### src/include/sadc_pkg.sv
package sadc_pkg;

  // Clock rates in MHz
  localparam int SYS_CLK_MHZ = 200;
  localparam int HRC_MHZ     = 24;
  localparam logic [8:0] SYS_RATE = 9'(SYS_CLK_MHZ);
  localparam logic [8:0] HRC_RATE = 9'(HRC_MHZ);

  // Bus geometry
  localparam int ADR_W  = 10;
  localparam int DAT_W  = 32;
  localparam int IDX_W  = 8;
  localparam int ADR_LSB = 2;

  // Register indices, byte address is four times the index
  localparam logic [IDX_W-1:0] IDX_CFG2     = 8'hAA;
  localparam logic [IDX_W-1:0] IDX_CFG0     = 8'hAB;
  localparam logic [IDX_W-1:0] IDX_CFG1     = 8'hAC;
  localparam logic [IDX_W-1:0] IDX_CTL      = 8'hAD;
  localparam logic [IDX_W-1:0] IDX_RES_LO   = 8'hAE;
  localparam logic [IDX_W-1:0] IDX_RES_HI   = 8'hAF;
  localparam logic [IDX_W-1:0] IDX_IRQ_STAT = 8'hB0;
  localparam logic [IDX_W-1:0] IDX_IRQ_MASK = 8'hB1;

  // Control register fields
  localparam int CTL_PWR_BIT  = 7;
  localparam int CTL_GO_BIT   = 6;
  localparam int CTL_DONE_BIT = 5;
  localparam int CTL_CH_LSB   = 0;
  localparam int CH_W         = 5;

  // Configuration fields
  localparam int CFG2_LONG_BIT = 3;
  localparam int CFG2_CK_LSB   = 0;
  localparam int CK_W          = 3;
  localparam int N_PINS        = 10;
  localparam int CFG0_W        = 8;
  localparam int CFG1_W        = 2;
  localparam int N_MUX         = 11;
  localparam int MUX_QUARTER   = 10;
  localparam int RES_LO_LSB    = 4;
  localparam int RES_LO_W      = 4;
  localparam int IRQ_DONE_BIT  = 0;

  // Channel codes
  localparam logic [CH_W-1:0] CH_PIN_LAST = 5'h09;
  localparam logic [CH_W-1:0] CH_QUARTER  = 5'h1F;

  // Conversion timing in converter clocks
  localparam int CNT_W = 6;
  localparam logic [CNT_W-1:0] SAMPLE_SHORT = 6'h06;
  localparam logic [CNT_W-1:0] SAMPLE_LONG  = 6'h24;
  localparam logic [CNT_W-1:0] CONV_CLKS    = 6'h0E;
  localparam int RES_W = 12;
  localparam logic [CNT_W-1:0] RES_STEPS    = 6'h0C;
  localparam logic [RES_W-1:0] SAR_MSB      = 12'h800;

  typedef enum logic [1:0] {
    SADC_IDLE,
    SADC_SAMPLE,
    SADC_CONVERT
  } sadc_fsm_t;

  typedef struct packed {
    logic             cyc;
    logic             stb;
    logic             we;
    logic [ADR_W-1:0] adr;
    logic [3:0]       sel;
    logic [DAT_W-1:0] dat;
  } sadc_wb_req_t;

  typedef struct packed {
    logic             ack;
    logic [DAT_W-1:0] dat;
  } sadc_wb_rsp_t;

  typedef struct packed {
    logic              power_on;
    logic              sample_hold;
    logic [N_MUX-1:0]  mux_sel;
    logic [N_PINS-1:0] pin_analog_select;
    logic [RES_W-1:0]  dac_code;
  } sadc_analog_t;

  // Converter clock divisor from the clock select code
  function automatic logic [CNT_W-1:0] sadc_div(input logic [CK_W-1:0] ck);
    case (ck)
      3'h0:    sadc_div = 6'h20;
      3'h1:    sadc_div = 6'h18;
      3'h2:    sadc_div = 6'h10;
      3'h3:    sadc_div = 6'h0C;
      3'h4:    sadc_div = 6'h08;
      3'h5:    sadc_div = 6'h06;
      3'h6:    sadc_div = 6'h04;
      default: sadc_div = 6'h03;
    endcase
  endfunction : sadc_div

endpackage : sadc_pkg

### src/core/sadc_ctrl.sv
// Operation
// - Control bit 7 powers the converter on when set, off when clear; resets low.
// - Writing one to bit 6 with bit 7 set in the same write starts one conversion; writing zero does nothing.
// - Starting a conversion clears the done flag, bit 5.
// - Finishing a conversion sets the done flag.
// - Interrupt request is a separate status bit, gated by its mask; only software clears it.
// - Channel codes 0 to 9 route analog pin of the same number.
// - Channel code 31 selects the quarter-supply internal channel.
// - Converter timing always derives from the 24 MHz oscillator rate.
// - Each conversion yields a 12-bit result by successive approximation.
// - Result bits 11..4 in high register, bits 3..0 in low bits 7..4.
// - Conversion takes 6 or 36 sample clocks, then 14 conversion clocks.
// - Pin analog select bit routes pin to converter and drops pull-up.
//
// Local design decision: register access over Wishbone.
`timescale 1ns/10ps
`default_nettype none

module sadc_ctrl (
  input  wire logic                   clk,
  input  wire logic                   reset,
  input  wire sadc_pkg::sadc_wb_req_t wb_req,
  output sadc_pkg::sadc_wb_rsp_t      wb_rsp,
  input  wire logic                   comp_high,
  output sadc_pkg::sadc_analog_t      analog,
  output logic                        irq
);

  typedef struct packed {
    logic                                ack;
    logic [sadc_pkg::DAT_W-1:0]          rdata;
    logic                                power;
    logic                                done;
    logic [sadc_pkg::CH_W-1:0]           chan;
    logic                                long_sample;
    logic [sadc_pkg::CK_W-1:0]           clk_sel;
    logic [sadc_pkg::N_PINS-1:0]         pin_sel;
    logic [sadc_pkg::RES_W-1:0]          result;
    logic                                irq_stat;
    logic                                irq_mask;
    logic                                irq;
    sadc_pkg::sadc_fsm_t                 fsm;
    logic [sadc_pkg::CNT_W-1:0]          cnt;
    logic [sadc_pkg::CNT_W-1:0]          div_cnt;
    logic [7:0]                          hrc_acc;
    logic [sadc_pkg::N_MUX-1:0]          mux_sel;
    logic                                sample_hold;
    logic                                sar_load;
    logic                                sar_step;
  } sadc_state_t;

  sadc_state_t s_q;
  sadc_state_t s_d;

  logic [sadc_pkg::RES_W-1:0] sar_trial;

  sadc_sar u_sar (
    .clk       (clk),
    .reset     (reset),
    .load      (s_q.sar_load),
    .step      (s_q.sar_step),
    .comp_high (comp_high),
    .trial     (sar_trial)
  );

  logic [sadc_pkg::IDX_W-1:0] idx;
  logic [7:0]                 wbyte;
  logic                       access;
  logic                       wr;
  logic [8:0]                 acc_sum;
  logic                       hrc_tick;
  logic                       adc_tick;
  logic [sadc_pkg::CNT_W-1:0] div_len;
  logic [sadc_pkg::CNT_W-1:0] samp_len;
  logic                       go;
  logic [7:0]                 rd_byte;
  logic                       wr_ctl;
  logic                       wr_cfg2;
  logic                       wr_cfg0;
  logic                       wr_cfg1;
  logic                       wr_lo;
  logic                       wr_hi;
  logic                       wr_stat;
  logic                       wr_mask;
  logic                       samp_last;
  logic                       conv_last;
  logic                       sar_phase;

  assign idx    = wb_req.adr[sadc_pkg::ADR_LSB +: sadc_pkg::IDX_W];
  assign wbyte  = wb_req.dat[7:0];
  assign access = wb_req.cyc && wb_req.stb;
  // Write lands on the edge where the master sees ack
  assign wr     = access && s_q.ack && wb_req.we && wb_req.sel[0];

  // Read view of the register file
  always_comb begin
    rd_byte = 8'h00;
    case (idx)
      sadc_pkg::IDX_CTL: begin
        rd_byte[sadc_pkg::CTL_PWR_BIT]  = s_q.power;
        // Start reads back as busy
        rd_byte[sadc_pkg::CTL_GO_BIT]   = (s_q.fsm != sadc_pkg::SADC_IDLE);
        rd_byte[sadc_pkg::CTL_DONE_BIT] = s_q.done;
        rd_byte[sadc_pkg::CTL_CH_LSB +: sadc_pkg::CH_W] = s_q.chan;
      end
      sadc_pkg::IDX_CFG2: begin
        rd_byte[sadc_pkg::CFG2_LONG_BIT] = s_q.long_sample;
        rd_byte[sadc_pkg::CFG2_CK_LSB +: sadc_pkg::CK_W] = s_q.clk_sel;
      end
      sadc_pkg::IDX_CFG0: begin
        rd_byte = s_q.pin_sel[sadc_pkg::CFG0_W-1:0];
      end
      sadc_pkg::IDX_CFG1: begin
        rd_byte[sadc_pkg::CFG1_W-1:0] =
          s_q.pin_sel[sadc_pkg::N_PINS-1:sadc_pkg::CFG0_W];
      end
      sadc_pkg::IDX_RES_LO: begin
        rd_byte[sadc_pkg::RES_LO_LSB +: sadc_pkg::RES_LO_W] =
          s_q.result[sadc_pkg::RES_LO_W-1:0];
      end
      sadc_pkg::IDX_RES_HI: begin
        rd_byte = s_q.result[sadc_pkg::RES_W-1:sadc_pkg::RES_LO_W];
      end
      sadc_pkg::IDX_IRQ_STAT: begin
        rd_byte[sadc_pkg::IRQ_DONE_BIT] = s_q.irq_stat;
      end
      sadc_pkg::IDX_IRQ_MASK: begin
        rd_byte[sadc_pkg::IRQ_DONE_BIT] = s_q.irq_mask;
      end
      default: begin
        rd_byte = 8'h00;
      end
    endcase
  end

  // One strobe per register, taken on the acknowledged write edge
  always_comb begin
    wr_ctl  = 1'b0;
    wr_cfg2 = 1'b0;
    wr_cfg0 = 1'b0;
    wr_cfg1 = 1'b0;
    wr_lo   = 1'b0;
    wr_hi   = 1'b0;
    wr_stat = 1'b0;
    wr_mask = 1'b0;
    if (wr) begin
      case (idx)
        sadc_pkg::IDX_CTL:      wr_ctl  = 1'b1;
        sadc_pkg::IDX_CFG2:     wr_cfg2 = 1'b1;
        sadc_pkg::IDX_CFG0:     wr_cfg0 = 1'b1;
        sadc_pkg::IDX_CFG1:     wr_cfg1 = 1'b1;
        sadc_pkg::IDX_RES_LO:   wr_lo   = 1'b1;
        sadc_pkg::IDX_RES_HI:   wr_hi   = 1'b1;
        sadc_pkg::IDX_IRQ_STAT: wr_stat = 1'b1;
        sadc_pkg::IDX_IRQ_MASK: wr_mask = 1'b1;
        // Unmapped writes are acked and dropped
        default:                wr_ctl  = 1'b0;
      endcase
    end
  end

  // Phase lengths depend only on settled configuration
  always_comb begin
    div_len   = sadc_pkg::sadc_div(s_q.clk_sel);
    samp_len  = s_q.long_sample ? sadc_pkg::SAMPLE_LONG
                                : sadc_pkg::SAMPLE_SHORT;
    samp_last = (s_q.cnt == samp_len - 6'h01);
    conv_last = (s_q.cnt == sadc_pkg::CONV_CLKS - 6'h01);
    // Twelve decisions; the last two clocks only let the result settle
    sar_phase = (s_q.cnt < sadc_pkg::RES_STEPS);
  end

  always_comb begin
    s_d          = s_q;
    s_d.ack      = 1'b0;
    s_d.sar_load = 1'b0;
    s_d.sar_step = 1'b0;
    go           = 1'b0;
    hrc_tick     = 1'b0;
    adc_tick     = 1'b0;

    // Fractional accumulator gives the oscillator rate on the system clock
    acc_sum = {1'b0, s_q.hrc_acc} + sadc_pkg::HRC_RATE;
    if (acc_sum >= sadc_pkg::SYS_RATE) begin
      s_d.hrc_acc = 8'(acc_sum - sadc_pkg::SYS_RATE);
      hrc_tick    = 1'b1;
    end else begin
      s_d.hrc_acc = acc_sum[7:0];
    end

    // Converter clock, restarted with each conversion
    if (s_q.fsm == sadc_pkg::SADC_IDLE) begin
      s_d.div_cnt = '0;
    end else if (hrc_tick) begin
      if (s_q.div_cnt == div_len - 6'h01) begin
        s_d.div_cnt = '0;
        adc_tick    = 1'b1;
      end else begin
        s_d.div_cnt = s_q.div_cnt + 6'h01;
      end
    end

    // Wishbone: one wait state, ack for one cycle
    if (access && !s_q.ack) begin
      s_d.ack   = 1'b1;
      s_d.rdata = {24'h000000, rd_byte};
    end

    // Busy writes are left to software discipline
    if (wr_ctl) begin
      s_d.power = wbyte[sadc_pkg::CTL_PWR_BIT];
      s_d.chan  = wbyte[sadc_pkg::CTL_CH_LSB +: sadc_pkg::CH_W];
      if (!wbyte[sadc_pkg::CTL_DONE_BIT]) begin
        s_d.done = 1'b0;
      end
      // Start needs power; zero in the start bit is ignored
      go = wbyte[sadc_pkg::CTL_GO_BIT] &&
           wbyte[sadc_pkg::CTL_PWR_BIT];
    end

    if (wr_cfg2) begin
      s_d.long_sample = wbyte[sadc_pkg::CFG2_LONG_BIT];
      s_d.clk_sel     = wbyte[sadc_pkg::CFG2_CK_LSB +: sadc_pkg::CK_W];
    end

    if (wr_cfg0) begin
      s_d.pin_sel[sadc_pkg::CFG0_W-1:0] = wbyte;
    end

    if (wr_cfg1) begin
      s_d.pin_sel[sadc_pkg::N_PINS-1:sadc_pkg::CFG0_W] =
        wbyte[sadc_pkg::CFG1_W-1:0];
    end

    if (wr_lo) begin
      s_d.result[sadc_pkg::RES_LO_W-1:0] =
        wbyte[sadc_pkg::RES_LO_LSB +: sadc_pkg::RES_LO_W];
    end

    if (wr_hi) begin
      s_d.result[sadc_pkg::RES_W-1:sadc_pkg::RES_LO_W] = wbyte;
    end

    // Clear comes first so a same-cycle completion still sets the flag
    if (wr_stat && wbyte[sadc_pkg::IRQ_DONE_BIT]) begin
      s_d.irq_stat = 1'b0;
    end

    if (wr_mask) begin
      s_d.irq_mask = wbyte[sadc_pkg::IRQ_DONE_BIT];
    end

    // Conversion sequence
    case (s_q.fsm)
      sadc_pkg::SADC_IDLE: begin
        s_d.sample_hold = 1'b0;
      end
      sadc_pkg::SADC_SAMPLE: begin
        if (adc_tick) begin
          if (samp_last) begin
            s_d.fsm         = sadc_pkg::SADC_CONVERT;
            s_d.cnt         = '0;
            s_d.sample_hold = 1'b0;
            s_d.sar_load    = 1'b1;
          end else begin
            s_d.cnt = s_q.cnt + 6'h01;
          end
        end
      end
      sadc_pkg::SADC_CONVERT: begin
        if (adc_tick) begin
          // One decision per converter clock, twelve in all
          if (sar_phase) begin
            s_d.sar_step = 1'b1;
          end
          if (conv_last) begin
            s_d.result   = sar_trial;
            s_d.done     = 1'b1;
            s_d.irq_stat = 1'b1;
            s_d.fsm      = sadc_pkg::SADC_IDLE;
            s_d.cnt      = '0;
          end else begin
            s_d.cnt = s_q.cnt + 6'h01;
          end
        end
      end
      default: begin
        s_d.fsm = sadc_pkg::SADC_IDLE;
      end
    endcase

    // A fresh start restarts the sequence from sampling
    if (go) begin
      s_d.fsm         = sadc_pkg::SADC_SAMPLE;
      s_d.cnt         = '0;
      s_d.div_cnt     = '0;
      s_d.sample_hold = 1'b1;
      s_d.done        = 1'b0;
    end

    // Power loss aborts any conversion in flight
    if (!s_d.power) begin
      s_d.fsm         = sadc_pkg::SADC_IDLE;
      s_d.sample_hold = 1'b0;
      s_d.cnt         = '0;
    end

    // Input routing, nothing selected for reserved codes
    s_d.mux_sel = '0;
    if (s_d.power) begin
      if (s_d.chan <= sadc_pkg::CH_PIN_LAST) begin
        s_d.mux_sel[s_d.chan[3:0]] = 1'b1;
      end else if (s_d.chan == sadc_pkg::CH_QUARTER) begin
        s_d.mux_sel[sadc_pkg::MUX_QUARTER] = 1'b1;
      end
    end

    s_d.irq = s_d.irq_stat && s_d.irq_mask;
  end

  always_ff @(posedge clk or posedge reset) begin
    if (reset) begin
      s_q <= '0;
    end else begin
      s_q <= s_d;
    end
  end

  assign wb_rsp.ack                = s_q.ack;
  assign wb_rsp.dat                = s_q.rdata;
  assign analog.power_on           = s_q.power;
  assign analog.sample_hold        = s_q.sample_hold;
  assign analog.mux_sel            = s_q.mux_sel;
  assign analog.pin_analog_select  = s_q.pin_sel;
  assign analog.dac_code           = sar_trial;
  assign irq                       = s_q.irq;

endmodule : sadc_ctrl

`default_nettype wire

### src/core/sadc_sar.sv
`timescale 1ns/10ps
`default_nettype none

module sadc_sar (
  input  wire logic                        clk,
  input  wire logic                        reset,
  input  wire logic                        load,
  input  wire logic                        step,
  input  wire logic                        comp_high,
  output logic [sadc_pkg::RES_W-1:0]       trial
);

  typedef struct packed {
    logic [sadc_pkg::RES_W-1:0] trial;
    logic [sadc_pkg::RES_W-1:0] probe;
  } sadc_sar_state_t;

  sadc_sar_state_t s_q;
  sadc_sar_state_t s_d;

  always_comb begin
    s_d = s_q;
    if (load) begin
      s_d.trial = sadc_pkg::SAR_MSB;
      s_d.probe = sadc_pkg::SAR_MSB;
    end else if (step && (s_q.probe != '0)) begin
      // Keep the bit under test only if the input lies above the trial
      if (!comp_high) begin
        s_d.trial = s_q.trial & ~s_q.probe;
      end
      s_d.trial = s_d.trial | (s_q.probe >> 1);
      s_d.probe = s_q.probe >> 1;
    end
  end

  always_ff @(posedge clk or posedge reset) begin
    if (reset) begin
      s_q <= '0;
    end else begin
      s_q <= s_d;
    end
  end

  assign trial = s_q.trial;

endmodule : sadc_sar

`default_nettype wire

### config.mk
export PLATFORM = sky130hd
export DESIGN_NAME = sadc_ctrl
export DESIGN_NICKNAME = d
export VERILOG_FILES = /design/src/include/sadc_pkg.sv /design/src/core/sadc_ctrl.sv /design/src/core/sadc_sar.sv
export SDC_FILE = /design/constraint.sdc
export NUM_CORES = 1
export LEC_CHECK = 0
export BUFFER_PORTS_ARGS = -buffer_cell sky130_fd_sc_hd__buf_2
export CAP_MARGIN = 20
export CORE_MARGIN = 8
export CORE_UTILIZATION = 40
export DETAILED_ROUTE_END_ITERATION = 16
export PLACE_DENSITY = 0.64
export SYNTH_ARGS = -nofsm -noshare
export SYNTH_HDL_FRONTEND = slang
export SYNTH_SLANG_ARGS = --single-unit
### constraint.sdc
create_clock -name clk -period 4 [get_ports clk]
set_input_delay 0.2 -clock clk [delete_from_list [all_inputs] [get_ports clk]]
set_output_delay 0.2 -clock clk [all_outputs]
set_load 0.1 [all_outputs]
==> flow_summary_export.csv <==
group,metric,value,unit
cts,cts_buffer_depth,2,
timing,hold_viol_final,0,
floorplanning,die_w,136.0,um
timing,skew,0.004421,ns
cts,clock-sinks,102,
drt,dr.pass1.iters,5,
drt,wl_per_cell,16.24,um
global_routing,antenna_found_initial,0,
drt,drc_errors,0,
drt,drt_iter0_markers,386,
timing,period_share,76.64,%
timing,relSlewSlack,31.03,%
global_routing,grt_pass1_wl,21.54,mm
cts,root_buffer,"clkbuf_16",
timing,fin_tns_setup,0,ns
global_routing,grt-ovfl-total,0,
logic_synthesis,yosysSeqAreaShare,44.28,%
floorplanning,die_y,136.0,um
power_and_ir_drop,power.density,344.1,mW/mm^2
placement,io_buffers,67,
timing,drv_slew,0,
cts,ctsHoldBuffers,0,
floorplanning,die_area,0.01851,sq mm
critical_path,critical_path_class,"flop to flop",
critical_path,cp-startpoint,"s_q[17]$_DFFE_PP0P_",
timing,finalSetupViolCount,0,
finish,layout_common_cells,"dfrtp_1 (102), nand2_1 (73), buf_2 (67)",
logic_synthesis,synth-seq-cells,102,
drt,num_vias,4224,
worst_hold_path,hold_path_class,"input pin to asynchronous set/reset pin",
critical_path,reg2reg_slack,0.93,ns
cts,postCtsSetupBuffers,0,
global_routing,grt.total_usage,14.31,%
power_and_ir_drop,irDropWorstVdd,0.2384,mV
cts,clk_pin_slew_worst_paths,0.07,ns
power_and_ir_drop,power,2.097,mW
critical_path,start_kind,"flop",
finish,mostFrequentLayoutCell,"dfrtp_1",
job,drv_cap,0,
placement,gp_congestion,0.8585,
cts,cts_resized,0,
drt,routed_wl,12.98,mm
critical_path,crit_required,4.20,ns
critical_path,end_kind,"flop",
finish,drive_gt1_share,21.30,%
timing,final.min_clock_period,3.066,ns
logic_synthesis,synth_area_per_cell,9.655,sq um
critical_path,reg2reg_from,"s_q[17]$_DFFE_PP0P_",
cts,cts_tree,"yes",
power_and_ir_drop,power.leakage,2.743,nW
cts,h-tree-depth,3,
floorplanning,rows,44,
finish,n_fill_cell,1369,
timing,worstMarginPinSlew,1.031,ns
floorplanning,num_io_pins,121,
drt,ant_nets,0,
finish,diodes,0,
logic_synthesis,synth-edff-count,0,
placement,dpl.hpwl,9.523,mm
global_routing,grt_pass1_vias,4264,
critical_path,cp_max_fo,26,
cts,numCtsBuffers,9,
logic_synthesis,synthCells,597,
logic_synthesis,syn_area,0.005764,sq mm
floorplanning,core_area,0.01431,sq mm
cts,clkLatencyLatePin,0.34,ns
critical_path,cp_data_arrival_time,3.27,ns
outcome,run_status,"completed",
logic_synthesis,async_reset_ff_share,100.0,%
finish,multi_input_area,0.002586,sq mm
logic_synthesis,synthFlopType,"dfrtp_1",
finish,seq_area,0.002552,sq mm
timing,rsz0062_at_grt,"no",
timing,fmax,326.2,MHz
finish,area_growth,5.709,%
finish,final_nets,672,
logic_synthesis,yosysWarnings,0,
global_routing,grt_max_degree,72,
logic_synthesis,synth.distinct_cells,73,
floorplanning,start_util,40.27,%
drt,viasPerCell,5.287,
==> state kept, by name (all words and copies together), names as in the netlist <==
signal	count
s_q	45
analog	23
u_sar.s_q	12
u_sar.trial	12
wb_rsp	9
irq	1
==> where the power goes <==
| part | internal (mW) | switching, mW | leakage, nW |
|---|---|---|---|
| clock | 0.484 | 0.383 | 0.139 |
| combinational | 0.0243 | 0.169 | 1.33 |
| sequential | 1.03 | 0.00199 | 1.28 |
==> critical path, stage by stage (launching register included) <==
cell	delay, ns
dfrtp_1	0.44
inv_1	0.15
ha_1	0.31
nand3b_1	0.22
nor4_1	0.38
or3b_1	0.44
nand4_2	0.62
nor2_1	0.29
a21oi_1	0.07
==> cells in the mapped netlist, types with 4 or more instances <==
cell / count / share of area (%)
mux2_2: 25 / 4.9
nand2b_1: 5 / 0.54
nand2_1: 73 / 4.8
nand4_1: 5 / 0.54
ha_1: 9 / 2.0
a22oi_1: 8 / 1.0
a31oi_1: 6 / 0.65
and3_1: 4 / 0.43
nor3_1: 6 / 0.52
nand3_1: 17 / 1.5
nor4_1: 6 / 0.65
buf_4: 70 / 9.1
inv_1: 22 / 1.4
xnor2_1: 8 / 1.2
a32o_1: 4 / 0.69
a21oi_1: 50 / 4.3
mux2i_1: 18 / 3.1
o21ai_0: 15 / 1.3
nor3b_1: 4 / 0.52
or2_2: 4 / 0.43
nor2_1: 50 / 3.3
dfrtp_1: 102 / 44
clkbuf_1: 6 / 0.39
buf_2: 7 / 0.61
==> final cells by class <==
type,instances,area share (%)
Clock inverter,5,0.9856
Multi-Input combinational cell,407,42.44
Inverter,22,1.396
Tap cell,184,3.778
Sequential cell,102,41.89
Clock buffer,10,3.758
Timing Repair Buffer,69,5.749
==> metrics by stage <==
| stage | area (sq um) | instances | util [%] | worst slack [ns] | hold WS (ns) |
|---|---|---|---|---|---|
| after floorplan | 5851 | 620 | - | 1.125 | 0.3516 |
| after global placement | 5804 | 784 | 40.55 | 1.048 | 0.4424 |
| after detailed placement | 5804 | 784 | 40.55 | 0.9609 | 0.4501 |
| after CTS | 6093 | 799 | 42.57 | 0.9231 | 0.08096 |
| after global routing | 6093 | 799 | 42.57 | 0.5965 | 0.1174 |
| final | 6093 | 799 | 42.57 | 0.9342 | 0.05281 |
==> kinds of logic after synthesis <==
logic type | count (synthesis) | synth area share (%)
AOI/OAI and AO/OA | 114 | 12.98
buffers and inverters | 111 | 12.35
and+or+nand+nor | 207 | 18.84
DFF | 102 | 44.28
muxes | 43 | 8.010
adders and majority gates | 9 | 1.954
other | 1 | 0.06506
xor gates and xnor gates | 10 | 1.520
==> final timing paths <==
kind,to,cells past startpoint
max reg2reg,s_q[40]$_DFF_PP0_,8
max in group asynchronous,analog[24]$_DFF_PP0_,3
min reg2reg,wb_rsp[7]$_DFFE_PP0P_,2
max,s_q[40]$_DFF_PP0_,8
min,s_q[29]$_DFFE_PP0P_,2
min in group clk,analog[16]$_DFFE_PP0P_,2
==> layer usage <==
metal	global-route usage, %	routed length (um)
met1	18.11	5808
met2	22.99	6097
met3	3.030	766
met4	6.528	303
met5	0	0
No activity file was read; power rests on OpenSTA's default activity.
